### src/rtl/icdac_defs.vh
/*
 * Constants for the two-wire current converter write port: bus address,
 * register field positions, frame counts and reset values.
 * Assumes inclusion by bare name from the design files.
 */
`ifndef ICDAC_DEFS_VH
`define ICDAC_DEFS_VH

`define ICDAC_ADDR_HI        5'h03
`define ICDAC_ADDR_HI_MSB    7
`define ICDAC_ADDR_HI_LSB    3
`define ICDAC_RW_BIT         0
`define ICDAC_REG_W          16
`define ICDAC_PD_BIT         15
`define ICDAC_CODE_MSB       13
`define ICDAC_CODE_LSB       4
`define ICDAC_CODE_W         10
`define ICDAC_REG_RESET      16'h0000
`define ICDAC_CODE_RESET     10'h000
`define ICDAC_BITS_PER_BYTE  4'h8
`define ICDAC_LAST_BIT       4'h7
`define ICDAC_CNT_ZERO       4'h0
`define ICDAC_DATA_BYTES     2'h2
`define ICDAC_BYTE_ZERO      2'h0
`define ICDAC_BYTE_ONE       2'h1

`endif

### src/rtl/icdac_sync.v
/*
 * Two-flop synchroniser bank for the pins that arrive from outside
 * the reference clock domain.
 * Assumes an active-low asynchronous reset already released cleanly.
 */
`default_nettype none

module icdac_sync #(
    parameter W    = 3,
    parameter INIT = 3'h7
) (
    // Clock and reset
    input  wire         clk,
    input  wire         rst_n,
    // Pins
    input  wire [W-1:0] d,
    output wire [W-1:0] q
);

    reg [W-1:0] meta_r;
    reg [W-1:0] sync_r;

    always @(posedge clk or negedge rst_n) begin
        if (!rst_n) begin
            meta_r <= INIT;
            sync_r <= INIT;
        end else begin
            meta_r <= d;
            sync_r <= meta_r;
        end
    end

    assign q = sync_r;

endmodule

`default_nettype wire

### src/rtl/icdac_port.v
/*
 * Two-wire serial slave front end of a 10-bit current-sink converter.
 * Decodes start and stop, matches the address, acknowledges each received byte,
 * shifts two data bytes into the input register, copies it to the
 * converter register, returns it on a read and then clears it.
 * Assumes the bus clock is much slower than ref_clk (40 MHz) so that
 * every line change is seen after the two-flop synchroniser.
 */
// How it works
// - Upper five address bits must match; two low bits are ignored.
// - Eighth bit after address picks direction: zero write, one read.
// - Acknowledge driven low during clock low, held through ninth pulse.
// - Data changes only while clock low; high-phase changes are start/stop.
// - Every received byte, including second data byte, is acknowledged.
// - Each write and read carries exactly two data bytes.
// - Write data enters input register high byte first, MSB first.
// - After both data bytes, input register copies to converter register.
// - Input register top bit set requests power-down.
// - Bits 13 to 4 hold the 10-bit code; bits 14 and 3 to 0 ignored.
// - Read returns the register as two bytes in write order.
// - A completed read clears the whole input register.
// - Power-down pin forces power-down asynchronously.
`default_nettype none
`include "icdac_defs.vh"

module icdac_port (
    // Clock and reset
    input  wire                     ref_clk,
    input  wire                     arst_n,
    // Two-wire bus pins
    input  wire                     scl_in,
    input  wire                     sda_in,
    output wire                     sda_out,
    output wire                     sda_oe,
    // Power-down pin
    input  wire                     power_down_pin,
    // Converter side
    output reg  [`ICDAC_CODE_W-1:0] dac_code,
    output reg                      power_down_control,
    output wire                     power_down
);

    localparam ST_IDLE  = 6'h01;
    localparam ST_ADDR  = 6'h02;
    localparam ST_AACK  = 6'h04;
    localparam ST_WR    = 6'h08;
    localparam ST_RD    = 6'h10;
    localparam ST_MACK  = 6'h20;

    reg        rst_m_r;
    reg        rst_n_r;
    wire       rst_n;
    wire [1:0] pins_s;
    wire       scl_s;
    wire       sda_s;
    reg        scl_d_r;
    reg        sda_d_r;
    wire       scl_rise;
    wire       scl_fall;
    wire       start_det;
    wire       stop_det;

    reg  [5:0]  state_r;
    reg  [3:0]  bit_cnt_r;
    reg  [1:0]  byte_cnt_r;
    reg  [7:0]  shift_r;
    reg  [`ICDAC_REG_W-1:0] dac_code_shift_register_r;
    reg         rw_r;
    reg         sda_low_r;
    reg         acked_r;

    // Reset is released through two flops; assertion stays asynchronous
    always @(posedge ref_clk or negedge arst_n) begin
        if (!arst_n) begin
            rst_m_r <= 1'b0;
            rst_n_r <= 1'b0;
        end else begin
            rst_m_r <= 1'b1;
            rst_n_r <= rst_m_r;
        end
    end
    assign rst_n = rst_n_r;

    // The power-down pin bypasses the synchroniser: it must act with no clock
    icdac_sync #(
        .W    (2),
        .INIT (2'h3)
    ) u_sync (
        .clk   (ref_clk),
        .rst_n (rst_n),
        .d     ({scl_in, sda_in}),
        .q     (pins_s)
    );

    assign scl_s = pins_s[1];
    assign sda_s = pins_s[0];

    always @(posedge ref_clk or negedge rst_n) begin
        if (!rst_n) begin
            scl_d_r <= 1'b1;
            sda_d_r <= 1'b1;
        end else begin
            scl_d_r <= scl_s;
            sda_d_r <= sda_s;
        end
    end

    assign scl_rise  = scl_s & ~scl_d_r;
    assign scl_fall  = ~scl_s & scl_d_r;
    // Data moving while clock is high is framing, never data
    assign start_det = scl_s & scl_d_r & sda_d_r & ~sda_s;
    assign stop_det  = scl_s & scl_d_r & ~sda_d_r & sda_s;

    // Pin overrides register at once, without any clock
    assign power_down = power_down_pin | power_down_control;

    function addr_match;
        input [7:0] a;
        begin
            addr_match = (a[`ICDAC_ADDR_HI_MSB:`ICDAC_ADDR_HI_LSB] == `ICDAC_ADDR_HI);
        end
    endfunction

    function [7:0] rd_byte;
        input [`ICDAC_REG_W-1:0] r;
        input [1:0]              idx;
        begin
            if (idx == `ICDAC_BYTE_ZERO) begin
                rd_byte = r[15:8];
            end else begin
                rd_byte = r[7:0];
            end
        end
    endfunction

    always @(posedge ref_clk or negedge rst_n) begin
        if (!rst_n) begin
            state_r                   <= ST_IDLE;
            bit_cnt_r                 <= `ICDAC_CNT_ZERO;
            byte_cnt_r                <= `ICDAC_BYTE_ZERO;
            shift_r                   <= 8'h00;
            dac_code_shift_register_r <= `ICDAC_REG_RESET;
            rw_r                      <= 1'b0;
            sda_low_r                 <= 1'b0;
            acked_r                   <= 1'b0;
            dac_code                  <= `ICDAC_CODE_RESET;
            power_down_control        <= 1'b0;
        end else if (start_det) begin
            state_r    <= ST_ADDR;
            bit_cnt_r  <= `ICDAC_CNT_ZERO;
            byte_cnt_r <= `ICDAC_BYTE_ZERO;
            sda_low_r  <= 1'b0;
        end else if (stop_det) begin
            state_r   <= ST_IDLE;
            sda_low_r <= 1'b0;
        end else begin
            case (state_r)
                ST_IDLE: begin
                    sda_low_r <= 1'b0;
                end
                ST_ADDR: begin
                    if (scl_rise) begin
                        shift_r   <= {shift_r[6:0], sda_s};
                        bit_cnt_r <= bit_cnt_r + 4'h1;
                    end else if (scl_fall && bit_cnt_r == `ICDAC_BITS_PER_BYTE) begin
                        bit_cnt_r <= `ICDAC_CNT_ZERO;
                        if (addr_match(shift_r)) begin
                            rw_r      <= shift_r[`ICDAC_RW_BIT];
                            sda_low_r <= 1'b1;
                            state_r   <= ST_AACK;
                        end else begin
                            state_r <= ST_IDLE;
                        end
                    end
                end
                ST_AACK: begin
                    // Ack released on the falling edge that ends the ninth pulse
                    if (scl_fall) begin
                        acked_r <= 1'b0;
                        if (byte_cnt_r == `ICDAC_DATA_BYTES) begin
                            sda_low_r <= 1'b0;
                            state_r   <= ST_IDLE;
                        end else if (rw_r) begin
                            // First read bit is the top bit of the high byte
                            sda_low_r <= ~dac_code_shift_register_r[`ICDAC_PD_BIT];
                            shift_r   <= rd_byte(dac_code_shift_register_r, byte_cnt_r);
                            state_r   <= ST_RD;
                        end else begin
                            sda_low_r <= 1'b0;
                            state_r   <= ST_WR;
                        end
                    end
                end
                ST_WR: begin
                    if (scl_rise) begin
                        bit_cnt_r <= bit_cnt_r + 4'h1;
                        dac_code_shift_register_r <= {dac_code_shift_register_r[14:0],
                                                      sda_s};
                    end else if (scl_fall && bit_cnt_r == `ICDAC_BITS_PER_BYTE) begin
                        bit_cnt_r  <= `ICDAC_CNT_ZERO;
                        byte_cnt_r <= byte_cnt_r + 2'h1;
                        sda_low_r  <= 1'b1;
                        state_r    <= ST_AACK;
                        if (byte_cnt_r == `ICDAC_BYTE_ONE) begin
                            dac_code <= dac_code_shift_register_r[`ICDAC_CODE_MSB:
                                                                  `ICDAC_CODE_LSB];
                            power_down_control <=
                                dac_code_shift_register_r[`ICDAC_PD_BIT];
                        end
                    end
                end
                ST_RD: begin
                    if (scl_rise) begin
                        bit_cnt_r <= bit_cnt_r + 4'h1;
                    end else if (scl_fall) begin
                        if (bit_cnt_r == `ICDAC_BITS_PER_BYTE) begin
                            bit_cnt_r <= `ICDAC_CNT_ZERO;
                            sda_low_r <= 1'b0;
                            state_r   <= ST_MACK;
                        end else begin
                            shift_r   <= {shift_r[6:0], 1'b0};
                            sda_low_r <= ~shift_r[6];
                        end
                    end
                end
                ST_MACK: begin
                    // Master acknowledge slot: sample, then next byte or finish
                    if (scl_rise) begin
                        acked_r <= ~sda_s;
                    end else if (scl_fall) begin
                        byte_cnt_r <= byte_cnt_r + 2'h1;
                        if (byte_cnt_r == `ICDAC_BYTE_ONE) begin
                            dac_code_shift_register_r <= `ICDAC_REG_RESET;
                            state_r <= ST_IDLE;
                        end else begin
                            shift_r   <= rd_byte(dac_code_shift_register_r, `ICDAC_BYTE_ONE);
                            sda_low_r <= ~dac_code_shift_register_r[7];
                            state_r   <= ST_RD;
                        end
                    end
                end
                default: begin
                    state_r <= ST_IDLE;
                end
            endcase
        end
    end

    // Open drain: only ever pull low
    assign sda_out = 1'b0;
    assign sda_oe  = sda_low_r;

endmodule

`default_nettype wire

### config.mk
export PLATFORM = sky130hd
export DESIGN_NAME = icdac_port
export DESIGN_NICKNAME = d
export VERILOG_FILES = /design/src/rtl/icdac_sync.v /design/src/rtl/icdac_port.v
export VERILOG_INCLUDE_DIRS = /design/src /design/src/rtl
export SDC_FILE = /design/constraint.sdc
export NUM_CORES = 1
export LEC_CHECK = 0
export BUFFER_PORTS_ARGS = -buffer_cell sky130_fd_sc_hd__buf_2
export CAP_MARGIN = 5
export CORE_ASPECT_RATIO = 1.2
export CORE_MARGIN = 5
export CORE_UTILIZATION = 65
export DETAILED_ROUTE_END_ITERATION = 10
export PLACE_DENSITY = 0.92
export SKIP_CTS_REPAIR_TIMING = 1
export SLEW_MARGIN = 20
export SYNTH_ARGS = -nofsm -noshare
export SYNTH_HDL_FRONTEND = slang
export SYNTH_HIERARCHICAL = 1
export SYNTH_SLANG_ARGS = --single-unit
### constraint.sdc
create_clock -name ref_clk -period 5.1 [get_ports ref_clk]
set_clock_uncertainty 0.15 [all_clocks]
set_input_delay 0.255 -clock ref_clk [delete_from_list [all_inputs] [get_ports ref_clk]]
set_output_delay 0.255 -clock ref_clk [all_outputs]
set_load 0.01 [all_outputs]
# == Word-level counts from Yosys, hierarchy flattened ==
# Index checks and enable logic that the tools add are counted.
# totals
inputBits,5
register_bits,57
output_inout_bits,14
elab_cells,160
# op_classes
reduce_logical,16
mux,66
addsub,2
eq_ne,43
bitwise_logic,18
# op_table
op,n
8-bit 2-to-1 mux,11
6-bit 2-to-1 mux,12
16-bit 2-to-1 mux,4
"4-bit inequality test, second input constant",14
6-bit one-hot mux with 6 select lines,1
16-bit one-hot mux with 2 select lines,1
8-bit one-hot mux with 4 select lines,1
4-bit 2-to-1 mux,7
"2-bit inequality test, second input constant",13
6-bit AND reduction,3
1-bit 2-to-1 mux,16
5-bit 2-to-1 mux,3
"3-bit inequality test, second input constant",5
13-bit AND reduction,1
2-bit 2-to-1 mux,6
12-bit AND reduction,1
11-bit AND reduction,1
1-bit NOT,10
4-bit one-hot mux with 2 select lines,1
8-bit nonzero test,1
1-bit AND,7
7-bit AND reduction,1
"6-bit by 1-bit equality test with 1-bit output, second input constant",1
"6-bit by 2-bit equality test with 1-bit output, second input constant",1
22 further kinds,23

# == Depth between registers and ports, before layout ==
# Gate-level depths: netlist (run 1).
# depth
ltp_word,8
depth_mapped,9
mapped_depth_nobuf,8

# == By module ==
# The synthesis (run 1) kept the hierarchy.
# by_module_without_submodules
mod,cells_each,area_per_inst_um2,n_inst,seq_area_each_um2
icdac_port,262,2845.2,1,1330.0
icdac_sync,4,105.1,1,105.1

# == Worst setup path before layout (run 1) ==
# OpenSTA, ideal clock, no wires.
# synth_path
kind,register to register
from,register scl_d_r
to,register dac_code[0]
arrival_time_ps,1803
path_stages_with_launch,9
synth_period_minus_slack_ps,2078
required_time_ps,4825
slack_ps,3022
path_buffers,2
setup_ps,125
cell_sequence,dfstp_2 inv_1 ha_1 clkbuf_1 nor2b_1 nand3_1 nor2_1 buf_2 mux2_2
# synth_via
elab_chain_len,5
elab_cells_between_ends,13
cone_classes,bitwise: 11; reduce/logical: 2
# synth_lines
item,line_no,source
from (decl),icdac_port.v:56,reg scl_d_r;
from (signal assigned),icdac_port.v:103,scl_d_r <= scl_s;
1-bit AND,"icdac_port.v:111, icdac_port.v:112",
"1-bit AND, on equally long branches (2 in a row)","icdac_port.v:112, icdac_port.v:111",
1-bit NOT (no source line),-,
6-bit AND reduction (no source line) *,-,
to (signal assigned),icdac_port.v:146,dac_code <= `ICDAC_CODE_RESET;
to (signal assigned),icdac_port.v:205,dac_code <= dac_code_shift_register_r[`ICDAC_CODE_MSB:
to (decl),icdac_port.v:38,"output reg [`ICDAC_CODE_W-1:0] dac_code,"
# Every way passes the cells marked *; elsewhere a longest branch is shown, timed or not.
# A chain may end at the register's enable or synchronous reset.

# == Final worst setup path (run 1) ==
# layout_path
from,register sda_d_r
to,register dac_code[4]
# layout_via
elab_chain_len,5
elab_cells_between_ends,8
cone_classes,bitwise: 7; reduce/logical: 1
# layout_lines
item,line_no,source
from (decl),icdac_port.v:57,reg sda_d_r;
from (signal assigned),icdac_port.v:104,sda_d_r <= sda_s;
1-bit NOT,icdac_port.v:112,assign stop_det = scl_s & scl_d_r & ~sda_d_r & sda_s;
1-bit AND (2 in a row),icdac_port.v:112,
1-bit NOT (no source line),-,
6-bit AND reduction (no source line) *,-,
# Marked as above.

==> run metrics, run 1 <==
status completed; mapped cell area roughly 3000 um^2; GRT Total Usage 25.1%; VDD IR max ~0.00035 V; met2 wire len around 3600 um; R2R setup slack 2200 ps; drt pass-1 iters 7; starting DRC count in detailed routing 215; Tot Pwr 0.00114 W; min cycle time layout between 2000 and 3000 ps; row count 26; post-synthesis average cell area between 10 and 15 um^2; kind of critical path reg2reg; CP endpoint kind register; share of cells above drive strength 1 25.3%; Synth async-reset ratio between 90% and 100%; slowest CP cell nor2_1; GRT overflow 0; number of CTS-inserted buffers 9; DR vias around 2300; I/O Pins 19; Int Power between 0.0008 and 0.0009 W; critical path arrival 2970 ps; ant diodes 0; Top FF cell, synth dfrtp_1; CTS tree yes; Bufs on Longest Clock Path 2; Starting Density about two thirds; Setup crit start kind register; Reg clk slew, reported paths ~80 ps; post-synthesis sequential area ratio around half; Post-Syn Instances around 270; Max Clk Rate about 350 MHz; Clock power frac 42.4%; PD cells approximately 350 nW/um^2; top-count cell post-synth dfrtp_1; DR WL/cell slightly above 20 um; CTS Sinks between 50 and 60; Final Net Count 297; initial antenna violation count 0; met3 routed wirelength slightly above 500 um; final setup TNS 0 ps; core area roughly 4300 um^2; die area about 6000 um^2; area grow syn2layout 11.6%; Die X between 70 and 80 um; DRC violations left 0; vias in the first global route about 2300; Crit path largest cell delay roughly 890 ps; combinational share of power approximately 14%; die height 83.8 um; endpoints failing setup 0; Metal-1 WL between 2000 and 3000 um; first-pass GRT wire length between 10000 and 15000 um; Min-Delay Path Class reg2async; Sw Share a little over a quarter; # port buffers 17; Mapped Nets 279; Psw approximately 0.00031 W; Req. time, crit path ~5200 ps; placed cell count 326; CP dominant cell by count nand2_1; synth warn 6; Max-slew headroom between 20% and 30%; Post-Route WL between 7000 and 8000 um; DPL Wire Length about 4400 um; sequential power share between 40% and 50%; Post-synth EDFFs 0; final hold violations 0; number of max-cap violations 0; top-area cell type share of the netlist area between 40% and 50%; library cells used by synthesis 58; Area contributors post-synth dfrtp_1 (42%), dfstp_2 (6.2%), a22o_1 (5.0%), mux2_2 (4.2%), mux2i_1 (4.1%); period utilization between 50% and 60%; Finished Layout Cells between 300 and 400; H-tree depth 3; via/cell ratio 6.61; leakage 1.51 nW; Synth area leader dfrtp_1; synthesized flop and latch total 57; worst path cell trace xor2_1 > nand2_1 > nand2_1 > nor2_1 > mux2_2; max-slew violation count 0; measured slew at the worst slew-check pin 1130 ps; RSZ-0062 raised after global routing false; commonest cells in the netlist dfrtp_1 (50), nand2_1 (22), inv_1 (18); top layer in use met4; antenna viol nets, final 0; crit path max fanout 11; Worst-Skew Late Latency approximately 350 ps; largest net degree at the start of global routing 45; GP Congestion 0.937; root buffer cell clkbuf_8
-- area by class of cell --
cell class,instances,area (um^2)
Inverter,18,67.6
Clock inverter,6,88.8
Timing Repair Buffer,21,123
Multi-Input combinational cell,177,1370
Sequential cell,57,1440
Tap cell,56,70.1
Fill cell,255,1030
Clock buffer,10,138
-- critical path, delay by kind of cell (launching register included) --
family | cells | cell delay [ps]
XOR/XNOR | 1 | 120
flip-flops | 1 | 660
multiplexers | 1 | 480
AND/OR/NAND/NOR | 3 | 1360
-- final timing paths --
| path | from | depth (start not counted) | end |
|---|---|---|---|
| max reg2reg | sda_d_r | 5 | dac_code[4] |
| max | sda_d_r | 5 | dac_code[4] |
| min reg2reg | rst_n | 0 | bit_cnt_r[2] |
| max in group asynchronous | rst_n | 1 | scl_d_r |
| min | rst_n | 0 | bit_cnt_r[2] |
| min in group ref_clk | u_sync/meta_r[1] | 0 | u_sync/q[1] |
-- registers in the layout, indices dropped and copies added (netlist names), 2 cells and up --
register	cells
bit_cnt_r	4
byte_cnt_r	2
dac_code	10
dac_code_shift_register_r	16
shift_r	8
state_r	6
u_sync/meta_r	2
u_sync/q	2
-- power by group through the flow --
stage	clock, W	combinational [W]	sequential (W)
floorplan	0	0.000129	0.000502
global placement	0	0.000147	0.000506
detailed placement	0	0.000151	0.000508
CTS	0.000483	0.000155	0.000501
global route	0.000509	0.000172	0.000503
finish	0.000485	0.000158	0.000501
-- cells by family (layout without fill, tap and decap cells) --
family,Yosys count,in the layout,synth area share [%]
XOR/XNOR,5,5,1.74
AND/OR/NAND/NOR,78,78,15.0
flip-flops,57,57,48.6
AO/OA/AOI/OAI,61,61,17.7
other,2,2,0.255
multiplexers,23,23,8.27
adder cells (fa/ha/maj),8,8,3.39
buffers and inverters,32,55,5.00
-- per-stage QoR --
step	instance area [um^2]	util, %	worst slack [ps]	hold slack [ps]
after floorplan	2950	-	3020	-191
after global placement	3030	70.1	2580	-109
after detailed placement	3030	70.1	2360	-108
after CTS	3260	75.4	2310	-478
after global routing	3290	76.1	2110	27.0
final	3290	76.1	2200	0.454
-- placed cells by master (no fill, tap or decap), types with 8 or more instances in the layout --
cell       n
mux2i_1   12
clkbuf_8  10
nand2_1   22
buf_2     17
a222oi_1   8
a22o_1    17
nor2_1    12
ha_1       8
mux2_2    11
inv_1     18
dfrtp_1   49
-- per-layer routing --
layer,GRT usage (%),vias to the layer above
met5,0,-
met4,12.5,0
met3,6.51,21
met2,39.2,112
met1,31.8,1142
li1,-,1005
Power figures use the tool's default switching activity.
==> inputs of run 2 (changes only) <==
--- a/config.mk
+++ b/config.mk
@@ -10,9 +10,9 @@
 export CAP_MARGIN = 5
 export CORE_ASPECT_RATIO = 1.2
 export CORE_MARGIN = 5
-export CORE_UTILIZATION = 65
+export CORE_UTILIZATION = 54
 export DETAILED_ROUTE_END_ITERATION = 10
-export PLACE_DENSITY = 0.92
+export PLACE_DENSITY = 0.82
 export SKIP_CTS_REPAIR_TIMING = 1
 export SLEW_MARGIN = 20
 export SYNTH_ARGS = -nofsm -noshare
==> constraint.sdc (replaced) <==
create_clock -name ref_clk -period 2.5 [get_ports ref_clk]
set_clock_uncertainty 0.15 [all_clocks]
set_input_delay 0.125 -clock ref_clk [delete_from_list [all_inputs] [get_ports ref_clk]]
set_output_delay 0.125 -clock ref_clk [all_outputs]
set_load 0.01 [all_outputs]
==> run 2 against run 1 <==
Critical endpoint is now dac_code_shift_register_r[2]; count of clock-buffer cells in the layout unchanged; via count decreased by 2.9%; largest power group unchanged; global-route usage down 6.1 points; die area increased by 18%; first-iteration DRC count fell by 27%; critical path type unchanged; utilization fell by 13 points.
==> run metrics, run 2 (synthesis gave the netlist of run 1 again) <==
Max Clk Rate 452 MHz (+31%); initial antenna violation count 0 (unchanged); largest registers dac_code_shift_register_r x16, dac_code x10, shift_r x8; worst path cell trace nor4_4 > nand3_1 > o21ai_1 > nand2_2 > a22o_1; PD cells 629 nW/um^2 (+81%); root buffer cell clkbuf_8; # port buffers 17 (unchanged); DRC violations left 0 (unchanged); R2R setup slack 290 ps (-1920 ps); Reg clk slew, reported paths 60 ps (-20 ps); Setup crit start kind register; Die X 77.5 um (+8.4%); Post-Route WL 6160 um (-14%); DPL Wire Length 4320 um (-2.9%); vias in the first global route 2237 (-1.7%); first-pass GRT wire length 10700 um (-7.1%); status completed; drt pass-1 iters 4 (-3); Worst-Skew Late Latency 340 ps (about the same); Reg-to-Reg Start state_r[1]; launch point of the worst path state_r[1]; endpoints failing setup 0 (unchanged); leakage 1.54 nW (+1.7%); DR vias 2213 (-2.9%); share of cells above drive strength 1 27.4% (+2.2 points); most common cell after layout, fill and taps aside dfrtp_1; max reg flops 16 (unchanged); CP endpoint dac_code_shift_register_r[2]; final worst setup slack 289 ps (-1920 ps); starting DRC count in detailed routing 156 (-27%); die area 7050 um^2 (+18%); kind of critical path reg2reg; Starting Density 55.7% (-12 points); Final Net Count 307 (+3.4%); final setup TNS 0 ps (unchanged); GRT overflow 0 (unchanged); Reg with most FFs dac_code_shift_register_r; VDD IR max 0.000473 V (+34%); Crit path largest cell delay 480 ps (-410 ps); max-slew violation count 0 (unchanged); measured slew at the worst slew-check pin 705 ps (-423 ps); critical path arrival 2280 ps (-690 ps); ant diodes 0 (unchanged); Req. time, crit path 2570 ps (-2600 ps); DR WL/cell 17.1 um (-18%); CTS Sinks 57 (unchanged); Bufs on Longest Clock Path 2 (unchanged); antenna viol nets, final 0 (unchanged); GP Congestion 0.921 (-1.7%); CP endpoint kind register; Min-Delay Path Class reg2async; area grow syn2layout 12.9%; number of CTS-inserted buffers 9 (unchanged); die height 91.0 um (+8.6%); row count 29 (+12%); Reg2Reg Capture Point dac_code_shift_register_r[2]; commonest cells after routing, fill and taps aside dfrtp_1 (49), nand2_1 (22), inv_1 (18), a22o_1 (17), buf_2 (17); min cycle time layout 2210 ps (-684 ps); Place WS 103 ps (-2250 ps); dpl cell area 3110 um^2 (+2.5%); via/cell ratio 6.13 (-7.2%); crit path max fanout 16 (+5); RSZ-0062 raised after global routing false; slowest CP cell dfrtp_1; GRT Total Usage 19.0% (-6.1 points); I/O Pins 19 (unchanged); Worst R2R Path Depth 5 (unchanged); final hold violations 0 (unchanged); number of max-cap violations 0 (unchanged); CTS tree yes; period utilization 88.4% (+32 points); H-tree depth 3 (unchanged); core area 5300 um^2 (+22%); Max-slew headroom 53.0% (+28 points); largest net degree at the start of global routing 25 (-44%); design area 3330 um^2 (+1.1%)
-- run 2: changes by cell type in the layout (fill, tap and decap cells not counted) --
cell	delta
buf_4	+9
bufinv_16	-2
clkinv_2	+1
clkinvlp_4	+1
dlygate4sd3_1	+1
-- run 2: worst min path at each step --
stage | to | cells after the start
2_1_floorplan | rst_m_r | 0
3_3_place_gp | rst_m_r | 1
3_5_place_dp | rst_m_r | 1
4_1_cts | rst_m_r | 1
5_1_grt | shift_r[0] | 0
6_report | bit_cnt_r[0] | 0
-- run 2: area by class of cell --
cell class / count / area [um^2]
clock buffers: 10 / 138
multi-input cells: 177 / 1370
inverters: 18 / 67.6
repair buffers: 31 / 200
flip-flops and latches: 57 / 1440
fillers: 416 / 1970
well taps: 62 / 77.6
clock inverters: 6 / 41.3
-- run 2: routing by layer --
layer / vias up / wire [um] / GRT usage, %
li1: 1025 / - / -
met1: 1111 / 2660 / 24.3
met2: 59 / 3020 / 29.8
met3: 18 / 259 / 3.56
met4: 0 / 223 / 11.3
met5: - / 0 / 0
-- run 2: report_power, final --
group / internal [W] / switching, W
Clock: 0.000385 / 0.000375
Combinational: 0.000144 / 0.000170
Sequential: 0.000969 / 0.0000541
Total: 0.00150 / 0.000599
-- run 2: critical path: cells and delay by family, from the launching register on --
kind               cells  cell delay [ps]
AOI/OAI and AO/OA      2              520
DFF                    1              480
and+or+nand+nor        3              930
-- run 2: through the flow --
step,hold WS (ps),instances,total power (W),util [%]
2_1_floorplan,-321,266,0.00129,-
3_3_place_gp,-240,341,0.00134,58.7
3_5_place_dp,-238,341,0.00135,58.7
4_1_cts,-604,357,0.00211,62.1
5_1_grt,157,361,0.00219,62.9
6_report,99.3,361,0.00210,62.9
